--- src/rtl/dec_skip_pkg.sv ---
// constants shared by the decrement-skip execution block
package dec_skip_pkg;
    localparam int DATA_W = 8;
    localparam int ADDR_W = 8;
    localparam int MEM_DEPTH = 160;
    localparam logic [7:0] ACC_RESET = 8'h00;
    localparam logic [7:0] DEC_STEP = 8'h01;
    localparam logic [7:0] ZERO_VALUE = 8'h00;
    localparam logic [7:0] FLAGS_RESET = 8'h00;
    localparam int SKIP_CYCLES = 2;
    localparam int RUN_CYCLES = 1;
endpackage

--- src/rtl/data_ram.sv ---
// small data memory with registered read data
`timescale 1ns/1ps
`default_nettype none
module data_ram #(
    parameter int DW = 8,
    parameter int AW = 8,
    parameter int DEPTH = 160
) (
    input wire logic clk,
    input wire logic rst_n,
    input wire logic wr_en,
    input wire logic [AW-1:0] wr_addr,
    input wire logic [DW-1:0] wr_data,
    input wire logic [AW-1:0] rd_addr,
    output logic [DW-1:0] rd_data
);
    logic [DW-1:0] mem [DEPTH];

    // storage array, no reset so it maps to ram
    always_ff @(posedge clk) begin
        if (wr_en && (int'(wr_addr) < DEPTH)) begin
            mem[wr_addr] <= wr_data;
        end
    end

    // read register; out of range reads return zero
    always_ff @(posedge clk or negedge rst_n) begin
        if (!rst_n) begin
            rd_data <= '0;
        end else if (int'(rd_addr) < DEPTH) begin
            rd_data <= mem[rd_addr];
        end else begin
            rd_data <= '0;
        end
    end
endmodule
`default_nettype wire

--- src/rtl/dec_skip_exec.sv ---
// execution of decrement_skip_zero_into_accumulator with its data memory
//
// Overview of operation
// - read addressed data memory operand and compute operand minus one
// - write the decremented result into the accumulator register
// - never write data memory back during this instruction
// - zero result skips the immediately following instruction
// - zero result discards prefetched instruction, adds dummy cycle: two cycles total
// - nonzero result proceeds directly; instruction takes one machine cycle
`timescale 1ns/1ps
`default_nettype none
module dec_skip_exec (
    // clock and reset
    input wire logic CLK,
    input wire logic RST_N,
    // instruction issue from decode
    input wire logic EXEC_VALID,
    input wire logic [dec_skip_pkg::ADDR_W-1:0] OPERAND_ADDR,
    // memory loading port for other instructions
    input wire logic LOAD_EN,
    input wire logic [dec_skip_pkg::ADDR_W-1:0] LOAD_ADDR,
    input wire logic [dec_skip_pkg::DATA_W-1:0] LOAD_DATA,
    // status flags from the rest of the core
    input wire logic [dec_skip_pkg::DATA_W-1:0] FLAGS_IN,
    // results
    output logic [dec_skip_pkg::DATA_W-1:0] ACCUMULATOR_REGISTER,
    output logic [dec_skip_pkg::DATA_W-1:0] FLAGS_OUT,
    output logic DONE,
    output logic SKIP_DONE,
    output logic FLUSH_PREFETCH,
    output logic BUSY
);
    typedef enum logic [1:0] {ST_IDLE, ST_READ, ST_DUMMY} state_e;

    state_e state_reg, state_next;
    logic [dec_skip_pkg::DATA_W-1:0] acc_reg, acc_next;
    logic [dec_skip_pkg::DATA_W-1:0] flags_reg;
    logic done_reg, done_next, skip_reg, skip_next, flush_reg, flush_next, busy_reg, busy_next;
    logic [dec_skip_pkg::DATA_W-1:0] operand;
    logic mem_wr_en;

    // memory writes come only from the load port; this op never writes back
    assign mem_wr_en = LOAD_EN && !busy_reg;

    data_ram #(
        .DW(dec_skip_pkg::DATA_W),
        .AW(dec_skip_pkg::ADDR_W),
        .DEPTH(dec_skip_pkg::MEM_DEPTH)
    ) u_ram (
        .clk(CLK),
        .rst_n(RST_N),
        .wr_en(mem_wr_en),
        .wr_addr(LOAD_ADDR),
        .wr_data(LOAD_DATA),
        .rd_addr(OPERAND_ADDR),
        .rd_data(operand)
    );

    // zero test shared by the skip decision and the checks below
    function automatic logic is_zero(input logic [dec_skip_pkg::DATA_W-1:0] value);
        return value == dec_skip_pkg::ZERO_VALUE;
    endfunction

    // decrement and zero test on the registered read data
    // the read register costs a state, but keeps the decrement off the array path
    wire [dec_skip_pkg::DATA_W-1:0] dec_result = operand - dec_skip_pkg::DEC_STEP;
    wire dec_zero = is_zero(dec_result);
    wire in_read = (state_reg == ST_READ);
    wire in_dummy = (state_reg == ST_DUMMY);
    // a start is only taken from idle; a start while busy is dropped
    wire take = (state_reg == ST_IDLE) && EXEC_VALID;

    // next state: the ram read latency is hidden in the read state
    always_comb begin
        state_next = state_reg;
        acc_next = acc_reg;
        done_next = 1'b0;
        skip_next = 1'b0;
        flush_next = 1'b0;
        busy_next = busy_reg;
        case (state_reg)
            ST_IDLE: begin
                // the ram samples the operand address on this same edge
                if (EXEC_VALID) begin
                    state_next = ST_READ;
                    busy_next = 1'b1;
                end
            end
            ST_READ: begin
                acc_next = dec_result;
                // zero result spends the dummy cycle so the refetch can land
                if (dec_zero) begin
                    state_next = ST_DUMMY;
                    flush_next = 1'b1;
                end else begin
                    state_next = ST_IDLE;
                    done_next = 1'b1;
                    busy_next = 1'b0;
                end
            end
            ST_DUMMY: begin
                state_next = ST_IDLE;
                done_next = 1'b1;
                skip_next = 1'b1;
                busy_next = 1'b0;
            end
            default: begin
                state_next = ST_IDLE;
                busy_next = 1'b0;
            end
        endcase
    end

    // state and output registers
    always_ff @(posedge CLK or negedge RST_N) begin
        if (!RST_N) begin
            state_reg <= ST_IDLE;
            acc_reg <= dec_skip_pkg::ACC_RESET;
            done_reg <= 1'b0;
            skip_reg <= 1'b0;
            flush_reg <= 1'b0;
            busy_reg <= 1'b0;
        end else begin
            state_reg <= state_next;
            acc_reg <= acc_next;
            done_reg <= done_next;
            skip_reg <= skip_next;
            flush_reg <= flush_next;
            busy_reg <= busy_next;
        end
    end

    // flags pass through untouched, only retimed
    always_ff @(posedge CLK or negedge RST_N) begin
        if (!RST_N) begin
            flags_reg <= dec_skip_pkg::FLAGS_RESET;
        end else begin
            flags_reg <= FLAGS_IN;
        end
    end

    assign ACCUMULATOR_REGISTER = acc_reg;
    assign FLAGS_OUT = flags_reg;
    assign DONE = done_reg;
    assign SKIP_DONE = skip_reg;
    assign FLUSH_PREFETCH = flush_reg;
    assign BUSY = busy_reg;

    // accumulator takes operand minus one after the read state
    acc_update_a: assert property (@(posedge CLK) disable iff (!RST_N)
        in_read |=> acc_reg == $past(operand) - dec_skip_pkg::DEC_STEP)
        else $error("accumulator not loaded with decremented operand");

    // no ram write while busy
    no_writeback_a: assert property (@(posedge CLK) disable iff (!RST_N)
        busy_reg |-> !mem_wr_en)
        else $error("data memory written during instruction");

    // zero result flushes then finishes with skip one cycle later
    zero_skip_a: assert property (@(posedge CLK) disable iff (!RST_N)
        (in_read && dec_zero) |=> flush_reg ##1 (done_reg && skip_reg))
        else $error("zero result did not flush and skip");

    // nonzero result finishes next cycle without skip
    nonzero_run_a: assert property (@(posedge CLK) disable iff (!RST_N)
        (in_read && !dec_zero) |=> (done_reg && !skip_reg && !flush_reg))
        else $error("nonzero result did not finish in one cycle");

    // skip only follows a zero result
    skip_cause_a: assert property (@(posedge CLK) disable iff (!RST_N)
        skip_reg |-> $past(flush_reg) && $past(acc_reg) == dec_skip_pkg::ZERO_VALUE)
        else $error("skip without zero result");

    // flags copied unchanged; the first edge out of reset still shows the reset value
    flags_hold_a: assert property (@(posedge CLK) disable iff (!RST_N)
        $past(RST_N) |-> FLAGS_OUT == $past(FLAGS_IN))
        else $error("status flags altered");

    // result sits one below the operand, wrapping from zero to all ones
    dec_source_a: assert property (@(posedge CLK) disable iff (!RST_N)
        in_read |-> (dec_result + dec_skip_pkg::DEC_STEP == operand)
            && (dec_zero == (operand == dec_skip_pkg::DEC_STEP)))
        else $error("decrement not taken from operand");

    // a taken start enters the read state with busy raised
    busy_after_take_a: assert property (@(posedge CLK) disable iff (!RST_N)
        take |=> busy_reg && in_read)
        else $error("start not taken from idle");

    // the read state lasts exactly one cycle
    read_once_a: assert property (@(posedge CLK) disable iff (!RST_N)
        in_read |=> !in_read)
        else $error("read state repeated");

    // accumulator only moves when the read state loads it
    acc_hold_a: assert property (@(posedge CLK) disable iff (!RST_N)
        !in_read |=> $stable(acc_reg))
        else $error("accumulator changed outside the read state");

    // dummy cycle keeps the zero result and still counts as busy
    dummy_hold_a: assert property (@(posedge CLK) disable iff (!RST_N)
        in_dummy |-> busy_reg && is_zero(acc_reg) && !done_reg)
        else $error("dummy cycle lost its zero result");

    // prefetch discard only on a zero result
    flush_cause_a: assert property (@(posedge CLK) disable iff (!RST_N)
        flush_reg |-> in_dummy && is_zero(acc_reg))
        else $error("prefetch discarded on nonzero result");

    // skip is only reported together with completion
    skip_with_done_a: assert property (@(posedge CLK) disable iff (!RST_N)
        skip_reg |-> done_reg && !busy_reg)
        else $error("skip reported outside completion");

    // completion is a one cycle pulse that has dropped busy
    done_pulse_a: assert property (@(posedge CLK) disable iff (!RST_N)
        done_reg |-> !busy_reg ##1 !done_reg)
        else $error("completion held or busy left high");

    // busy mirrors the state, so the issue side never sees a stale busy
    busy_state_a: assert property (@(posedge CLK) disable iff (!RST_N)
        busy_reg == !(state_reg == ST_IDLE))
        else $error("busy does not match the instruction state");
endmodule
`default_nettype wire

--- config.mk ---
export PLATFORM = sky130hd
export DESIGN_NAME = dec_skip_exec
export DESIGN_NICKNAME = d
export VERILOG_FILES = /design/src/rtl/dec_skip_pkg.sv /design/src/rtl/data_ram.sv /design/src/rtl/dec_skip_exec.sv
export SDC_FILE = /design/constraint.sdc
export NUM_CORES = 1
export LEC_CHECK = 0
export BUFFER_PORTS_ARGS = -buffer_cell sky130_fd_sc_hd__buf_2
export CORE_MARGIN = 2
export CORE_UTILIZATION = 24
export DETAILED_ROUTE_END_ITERATION = 12
export GPL_ROUTABILITY_DRIVEN = 0
export PLACE_DENSITY = 0.44
export SETUP_SLACK_MARGIN = 0.2
export SYNTH_ARGS = -nofsm -noshare
export SYNTH_HDL_FRONTEND = slang
export SYNTH_SLANG_ARGS = --single-unit
--- constraint.sdc ---
create_clock -name CLK -period 6.15 [get_ports CLK]
set_clock_uncertainty 0.15 [all_clocks]
set_input_delay 1.23 -clock CLK [delete_from_list [all_inputs] [get_ports CLK]]
set_output_delay 1.23 -clock CLK [all_outputs]
set_load 0.05 [all_outputs]
==> impl_metrics.json, run 1 <==
{
  "status": "finished clean",
  "n_fill_cell": 20789,
  "drc": 0,
  "netlist.top_cell.by_area": "edfxtp_1",
  "ys_top_cells_by_area": "edfxtp_1 75%, mux4_2 12%, mux2i_1 3.1%",
  "p_leak_nw": 18.60,
  "slowest_delay_ns": 0.55,
  "initial_core_util_pct": 24.07,
  "rsz0062_at_grt": "false",
  "ys_warn_count": 0,
  "cts.sinks": 1310,
  "worstMarginPinSlew_ns": 1.124,
  "cts_resized": 0,
  "grt_pass1_vias": 25828,
  "finalCriticalPeriod_ns": 3.845,
  "syn_area_per_cell_um2": 20.76,
  "synthCells": 2455,
  "clkTransAtPathRegs_ns": 0.06,
  "top_register": "u_ram.mem",
  "place_ws_ns": 1.413,
  "die-area_mm2": 0.2160,
  "p_seq_share_pct": 50.2,
  "hold_violations": 0,
  "synth-compound-area-share_pct": 2.433,
  "critPathRequiredTime_ns": 6.65,
  "final_cell_mix": "1280 x edfxtp_1, 278 x mux4_2, 200 x nor2_1, 159 x mux2i_1, 153 x clkbuf_16",
  "tns_ns": 0,
  "numCtsBuffers": 150,
  "io_buffers": 55,
  "slew_headroom_pct": 24.87,
  "wirelength_um": 143700,
  "fp.dieH_um": 464.8,
  "clk_path_buf_depth": 3,
  "avgRoutedWirePerCell_um": 25.79,
  "postCtsSetupBuffers": 0,
  "grt_max_degree": 115,
  "synth_top_area_share_pct": 75.43,
  "crit_chain": "buf_8 > buf_12 > buf_4 > mux4_2 > mux2_2 > a41oi_1 > and4_1 > a31oi_1",
  "synth_top_family_by_area": "multiplexers",
  "first_iter_violations": 2072,
  "synthDistinctLibCells": 65,
  "clock.fmax_mhz": 260.1,
  "syn_area_mm2": 0.05095,
  "async_flop_share_pct": 2.290,
  "synth_xor_xnor_area_share_pct": 0.08594,
  "synth_edf_count": 1280,
  "max_cap_viol_count": 0,
  "crit_fanout": 60,
  "synth_top_flop_cell": "edfxtp_1",
  "swShare_pct": 22.99,
  "fp-row-count": 169,
  "pin_count": 56,
  "layout_setup_ws_ns": 2.305,
  "drive_gt1_share_pct": 24.61,
  "vias_per_cell": 4.450,
  "dr.pass1.iters": 5,
  "insertion_delay_ns": 0.79,
  "ys_ff_latch": 1310,
  "area_growth_pct": 17.46,
  "cts_tree": "done",
  "nets": 2672,
  "post_synth_and_or_nand_nor_area_fraction_pct": 3.197,
  "track_usage_pct": 13.19,
  "hold_class": "flip-flop to flip-flop",
  "finalSetupViolCount": 0,
  "grt_pass1_wl_um": 203900,
  "synth.area.mux_share_pct": 15.80,
  "critPathCaptureType": "flip-flop",
  "fp.coreArea_mm2": 0.2117,
  "fin_crit_sh_pct": 62.52,
  "arrival_ns": 4.35,
  "synth_nets": 2496,
  "grt_overflow": 0,
  "final_common_cell": "edfxtp_1",
  "maxSlewViolCount": 0,
  "combPwrFrac_pct": 5.9,
  "vias": 24800,
  "ir_drop_v": 0.0002630,
  "critPathSlowestCell": "buf_8",
  "dp_hpwl_um": 88360,
  "p_per_area_mw_per_mm2": 330.1,
  "cp_num_buf_inv": 3,
  "largest_reg_flops": 1280,
  "cp-start-kind": "input port",
  "hold_buffers": 0,
  "seq_area_frac_synth_pct": 76.91,
  "path_class": "input port to flip-flop",
  "die_x_um": 464.8,
  "path_delay_family": "buffers and inverters",
  "r2r_slack_ns": 2.55,
  "htreeDepth": 4,
  "final_antenna_net_count": 0,
  "antenna_found_initial": 5,
  "synthAdderAreaFrac_pct": 0.1228,
  "p_clk_share_pct": 43.9,
  "p_int_mw": 15.22,
  "cts-root-buf": "clkbuf_16",
  "power_switching_mw": 4.541
}
-- power by group through the flow --
| stage | combinational, mW | clock, mW | sequential (mW) |
|---|---|---|---|
| final | 1.17 | 8.67 | 9.91 |
| after global routing | 1.26 | 9.24 | 9.92 |
| after CTS | 1.20 | 8.88 | 9.92 |
| after detailed placement | 1.20 | 0 | 10.1 |
| after global placement | 1.20 | 0 | 10.1 |
| after floorplan | 0.548 | 0 | 10.2 |
-- metal layers --
metal,vias up,wire length (µm),share of wire (%),track usage (%)
li1,10550,-,-,-
met1,13421,65460,46,18.31
met2,645,67990,47,21.15
met3,184,6863,4.8,2.346
met4,0,3424,2.4,3.675
met5,-,0,0,0
-- final timing paths --
kind | cells past startpoint | endpoint | start
hold reg to reg | 2 | ACCUMULATOR_REGISTER[5] | ACCUMULATOR_REGISTER[5]
hold / removal | 2 | ACCUMULATOR_REGISTER[5] | ACCUMULATOR_REGISTER[5]
max in group asynchronous | 1 | u_ram.rd_data[4] | RST_N
min in group asynchronous | 1 | ACCUMULATOR_REGISTER[4] | RST_N
setup / recovery | 8 | u_ram.rd_data[3] | OPERAND_ADDR[0]
setup reg to reg | 3 | u_ram.mem[4][2] | BUSY
-- worst min-delay path, cell delays in order, from the launching register on --
cell and delay, ns:
dfrtp_1 0.34, nor2_1 0.04, nor2_1 0.08
-- cells by family after synthesis --
| family | Yosys count |
|---|---|
| xor+xnor | 5 |
| flops | 1310 |
| mux | 452 |
| compound gates | 175 |
| simple gates | 363 |
| buf+inv | 145 |
| fa+ha+maj | 5 |
-- layout make-up --
type	instances	area [µm²]	area share [%]
sequential	1310	39190	65.47
antenna	1	2.502	0.004181
inverter	10	37.54	0.06271
clock buffer	193	4029	6.731
timing repair buffer	159	1269	2.120
clock inverter	79	732.0	1.223
multi-input combinational	1000	11070	18.49
tap	2821	3530	5.897
-- Yosys cell counts (all sizes together) (18+ instances only) --
library cell and instances:
edfxtp 1280, mux4 280, nor2 200, mux2i 159, buf 90, nand2 57
clkbuf 45, a22oi 42, o22ai 35, dfrtp 30, nand3 20, o211ai 18
-- through the flow --
stage	hold slack, ns	area (µm²)	power (mW)	utilization, %	std cells
after global placement	0.3381	55090	11.31	26.03	5300
final	0.3534	59850	19.76	28.28	5573
after CTS	0.3225	59850	20.01	28.28	5572
after floorplan	0.3418	50950	10.74	-	2455
after global routing	0.3506	59850	20.42	28.28	5572
after detailed placement	0.3367	55090	11.31	26.03	5300
Note: power is estimated with default switching activity, not from simulation.
==> inputs of run 2 (changes only) <==
--- a/config.mk
+++ b/config.mk
@@ -10,7 +10,7 @@
 export CORE_UTILIZATION = 24
 export DETAILED_ROUTE_END_ITERATION = 12
 export GPL_ROUTABILITY_DRIVEN = 0
-export PLACE_DENSITY = 0.44
+export PLACE_DENSITY = 0.46
 export SETUP_SLACK_MARGIN = 0.2
 export SYNTH_ARGS = -nofsm -noshare
 export SYNTH_HDL_FRONTEND = slang
==> constraint.sdc (replaced) <==
create_clock -name CLK -period 3.24 [get_ports CLK]
set_clock_uncertainty 0.15 [all_clocks]
set_input_delay 0.648 -clock CLK [delete_from_list [all_inputs] [get_ports CLK]]
set_output_delay 0.648 -clock CLK [all_outputs]
set_load 0.05 [all_outputs]
==> run 2 against run 1 <==
  * Core utilization grew 1.2 points
  * Critical path type is now flip-flop to flip-flop
  * Sequential power grew 90%
  * Combinational power grew 110%
  * Highest routed layer unchanged
  * Register-to-register slack lost 2.1 ns
  * Critical endpoint is now BUSY
==> impl_metrics.json, run 2 (synthesis results as in run 1) <==
{
  "critPathRequiredTime_ns": 3.78,
  "dr.pass1.iters": 5,
  "grt_overflow": 0,
  "cts-root-buf": "clkbuf_16",
  "fin_area_mm2": 0.06247,
  "antenna_found_initial": 9,
  "nets": 2969,
  "dp_cells": 5589,
  "min_path_cells": 1,
  "cp-start-kind": "flip-flop",
  "p_int_mw": 28.95,
  "die_x_um": 464.8,
  "vias_per_cell": 4.388,
  "placed_area_mm2": 0.05763,
  "fp.coreArea_mm2": 0.2117,
  "path_class": "flip-flop to flip-flop",
  "drc": 0,
  "power_switching_mw": 8.624,
  "avgRoutedWirePerCell_um": 24.49,
  "crit_fanout": 5,
  "fp.dieH_um": 464.8,
  "critPathCaptureType": "flip-flop",
  "hold_class": "input port to flip-flop",
  "swShare_pct": 22.95,
  "die-area_mm2": 0.2160,
  "top_register": "u_ram.mem",
  "whs_endpoint": "u_ram.mem[60][3]",
  "maxSlewViolCount": 0,
  "clkTransAtPathRegs_ns": 0.06,
  "cts_tree": "done",
  "hold_violations": 0,
  "p_per_area_mw_per_mm2": 601.5,
  "clk_path_buf_depth": 3,
  "reg2regPathDepth": 8,
  "drive_gt1_share_pct": 31.07,
  "final_antenna_net_count": 0,
  "p_leak_nw": 20.19,
  "finalCriticalPeriod_ns": 2.806,
  "rsz0062_at_grt": "false",
  "n_fill_cell": 20658,
  "p_clk_share_pct": 43.4,
  "htreeDepth": 4,
  "dp_hpwl_um": 95680,
  "timing.rr.start": "u_ram.rd_data[0]",
  "final_cell_mix": "1280 x edfxtp_1, 351 x buf_4, 278 x mux4_2, 199 x nor2_1, 159 x mux2i_1",
  "finalSetupViolCount": 0,
  "status": "finished clean",
  "cts.sinks": 1310,
  "holdCritStartpoint": "LOAD_DATA[3]",
  "vias": 25752,
  "fin_crit_sh_pct": 86.61,
  "largest_reg_flops": 1280,
  "clock.fmax_mhz": 356.4,
  "postLayoutCoreUtil_pct": 29.52,
  "track_usage_pct": 13.19,
  "wirelength_um": 143700,
  "arrival_ns": 3.35,
  "max_cap_viol_count": 0,
  "p_seq_share_pct": 50.0,
  "numCtsBuffers": 148,
  "instances_no_fill": 5869,
  "area_growth_pct": 22.61,
  "grt_max_degree": 79,
  "final_common_cell": "edfxtp_1",
  "initial_core_util_pct": 24.07,
  "ir_drop_v": 0.0004995,
  "insertion_delay_ns": 0.80,
  "first_iter_violations": 2336,
  "r2r_slack_ns": 0.43,
  "slew_headroom_pct": 40.30,
  "io_buffers": 55,
  "worstMarginPinSlew_ns": 0.8934,
  "grt_pass1_wl_um": 205500,
  "fp-row-count": 169,
  "pin_count": 56,
  "combPwrFrac_pct": 6.5,
  "grt_pass1_vias": 26845,
  "regToRegEndpoint": "BUSY"
}
==> run 2: power by group through the flow <==
stage | logic, mW | clock network, mW | registers, mW
after detailed placement | 2.50 | 0 | 19.1
after floorplan | 1.04 | 0 | 19.4
after CTS | 2.51 | 16.7 | 18.8
after global placement | 2.49 | 0 | 19.1
final | 2.46 | 16.3 | 18.8
after global routing | 2.63 | 17.4 | 18.8
==> run 2: repair_timing <==
action	4_1_cts	5_1_grt
endpoints found under the setup margin	0	1
buffers inserted	0	0
hold endpoints to repair	40	0
gates resized for setup	0	1
hold buffers	10	0
==> run 2: metrics by stage <==
stage               hold slack, ns  power [mW]  worst slack (ns)  setup TNS, ns
CTS                         0.1209       38.05            0.3532              0
global placement            0.3196       21.63           -0.2567        -0.9043
finish                      0.1594       37.58            0.4340              0
detailed placement          0.3330       21.65           -0.2321        -0.8353
global route                0.1393       38.83            0.2266              0
floorplan                   0.2024       20.39            0.5037              0
==> run 2: cell type report <==
class                   instances  area (µm²)  share of cell area (%)
clock inverters                77       860.8                   1.378
clock buffers                 190        3871                   6.196
repair buffers                458        3951                   6.325
well taps                    2821        3530                   5.650
multi-input cells            1000       11030                   17.65
flip-flops and latches       1310       39190                   62.73
diodes                          3       7.507                 0.01202
inverters                      10       37.54                 0.06008
==> run 2: routing by layer <==
layer / wire length, µm / part of all wire [%] / up-vias / global-route usage (%)
li1: - / - / 11132 / -
met1: 64330 / 45 / 13789 / 18.03
met2: 68900 / 48 / 630 / 21.34
met3: 6540 / 4.6 / 201 / 2.183
met4: 3951 / 2.7 / 0 / 4.226
met5: 0 / 0 / - / 0
==> run 2: worst max-delay path, cell delays in order (launching register included) <==
cell	delay (ns)
dfrtp_1	0.47
inv_1	0.14
ha_1	0.25
or3b_2	0.49
nor3_1	0.19
xor2_1	0.11
or4_1	0.55
nor2_2	0.16
a2bb2oi_1	0.19
==> run 2: worst max path at each step <==
stage / slack, ns / end / cells past startpoint / start
floorplan: 0.50 / u_ram.rd_data[7] / 9 / OPERAND_ADDR[0]
global placement: -0.26 / u_ram.rd_data[7] / 8 / OPERAND_ADDR[0]
detailed placement: -0.23 / u_ram.rd_data[7] / 8 / OPERAND_ADDR[0]
CTS: 0.35 / BUSY / 8 / u_ram.rd_data[0]
global route: 0.23 / BUSY / 8 / u_ram.rd_data[0]
finish: 0.43 / BUSY / 8 / u_ram.rd_data[0]
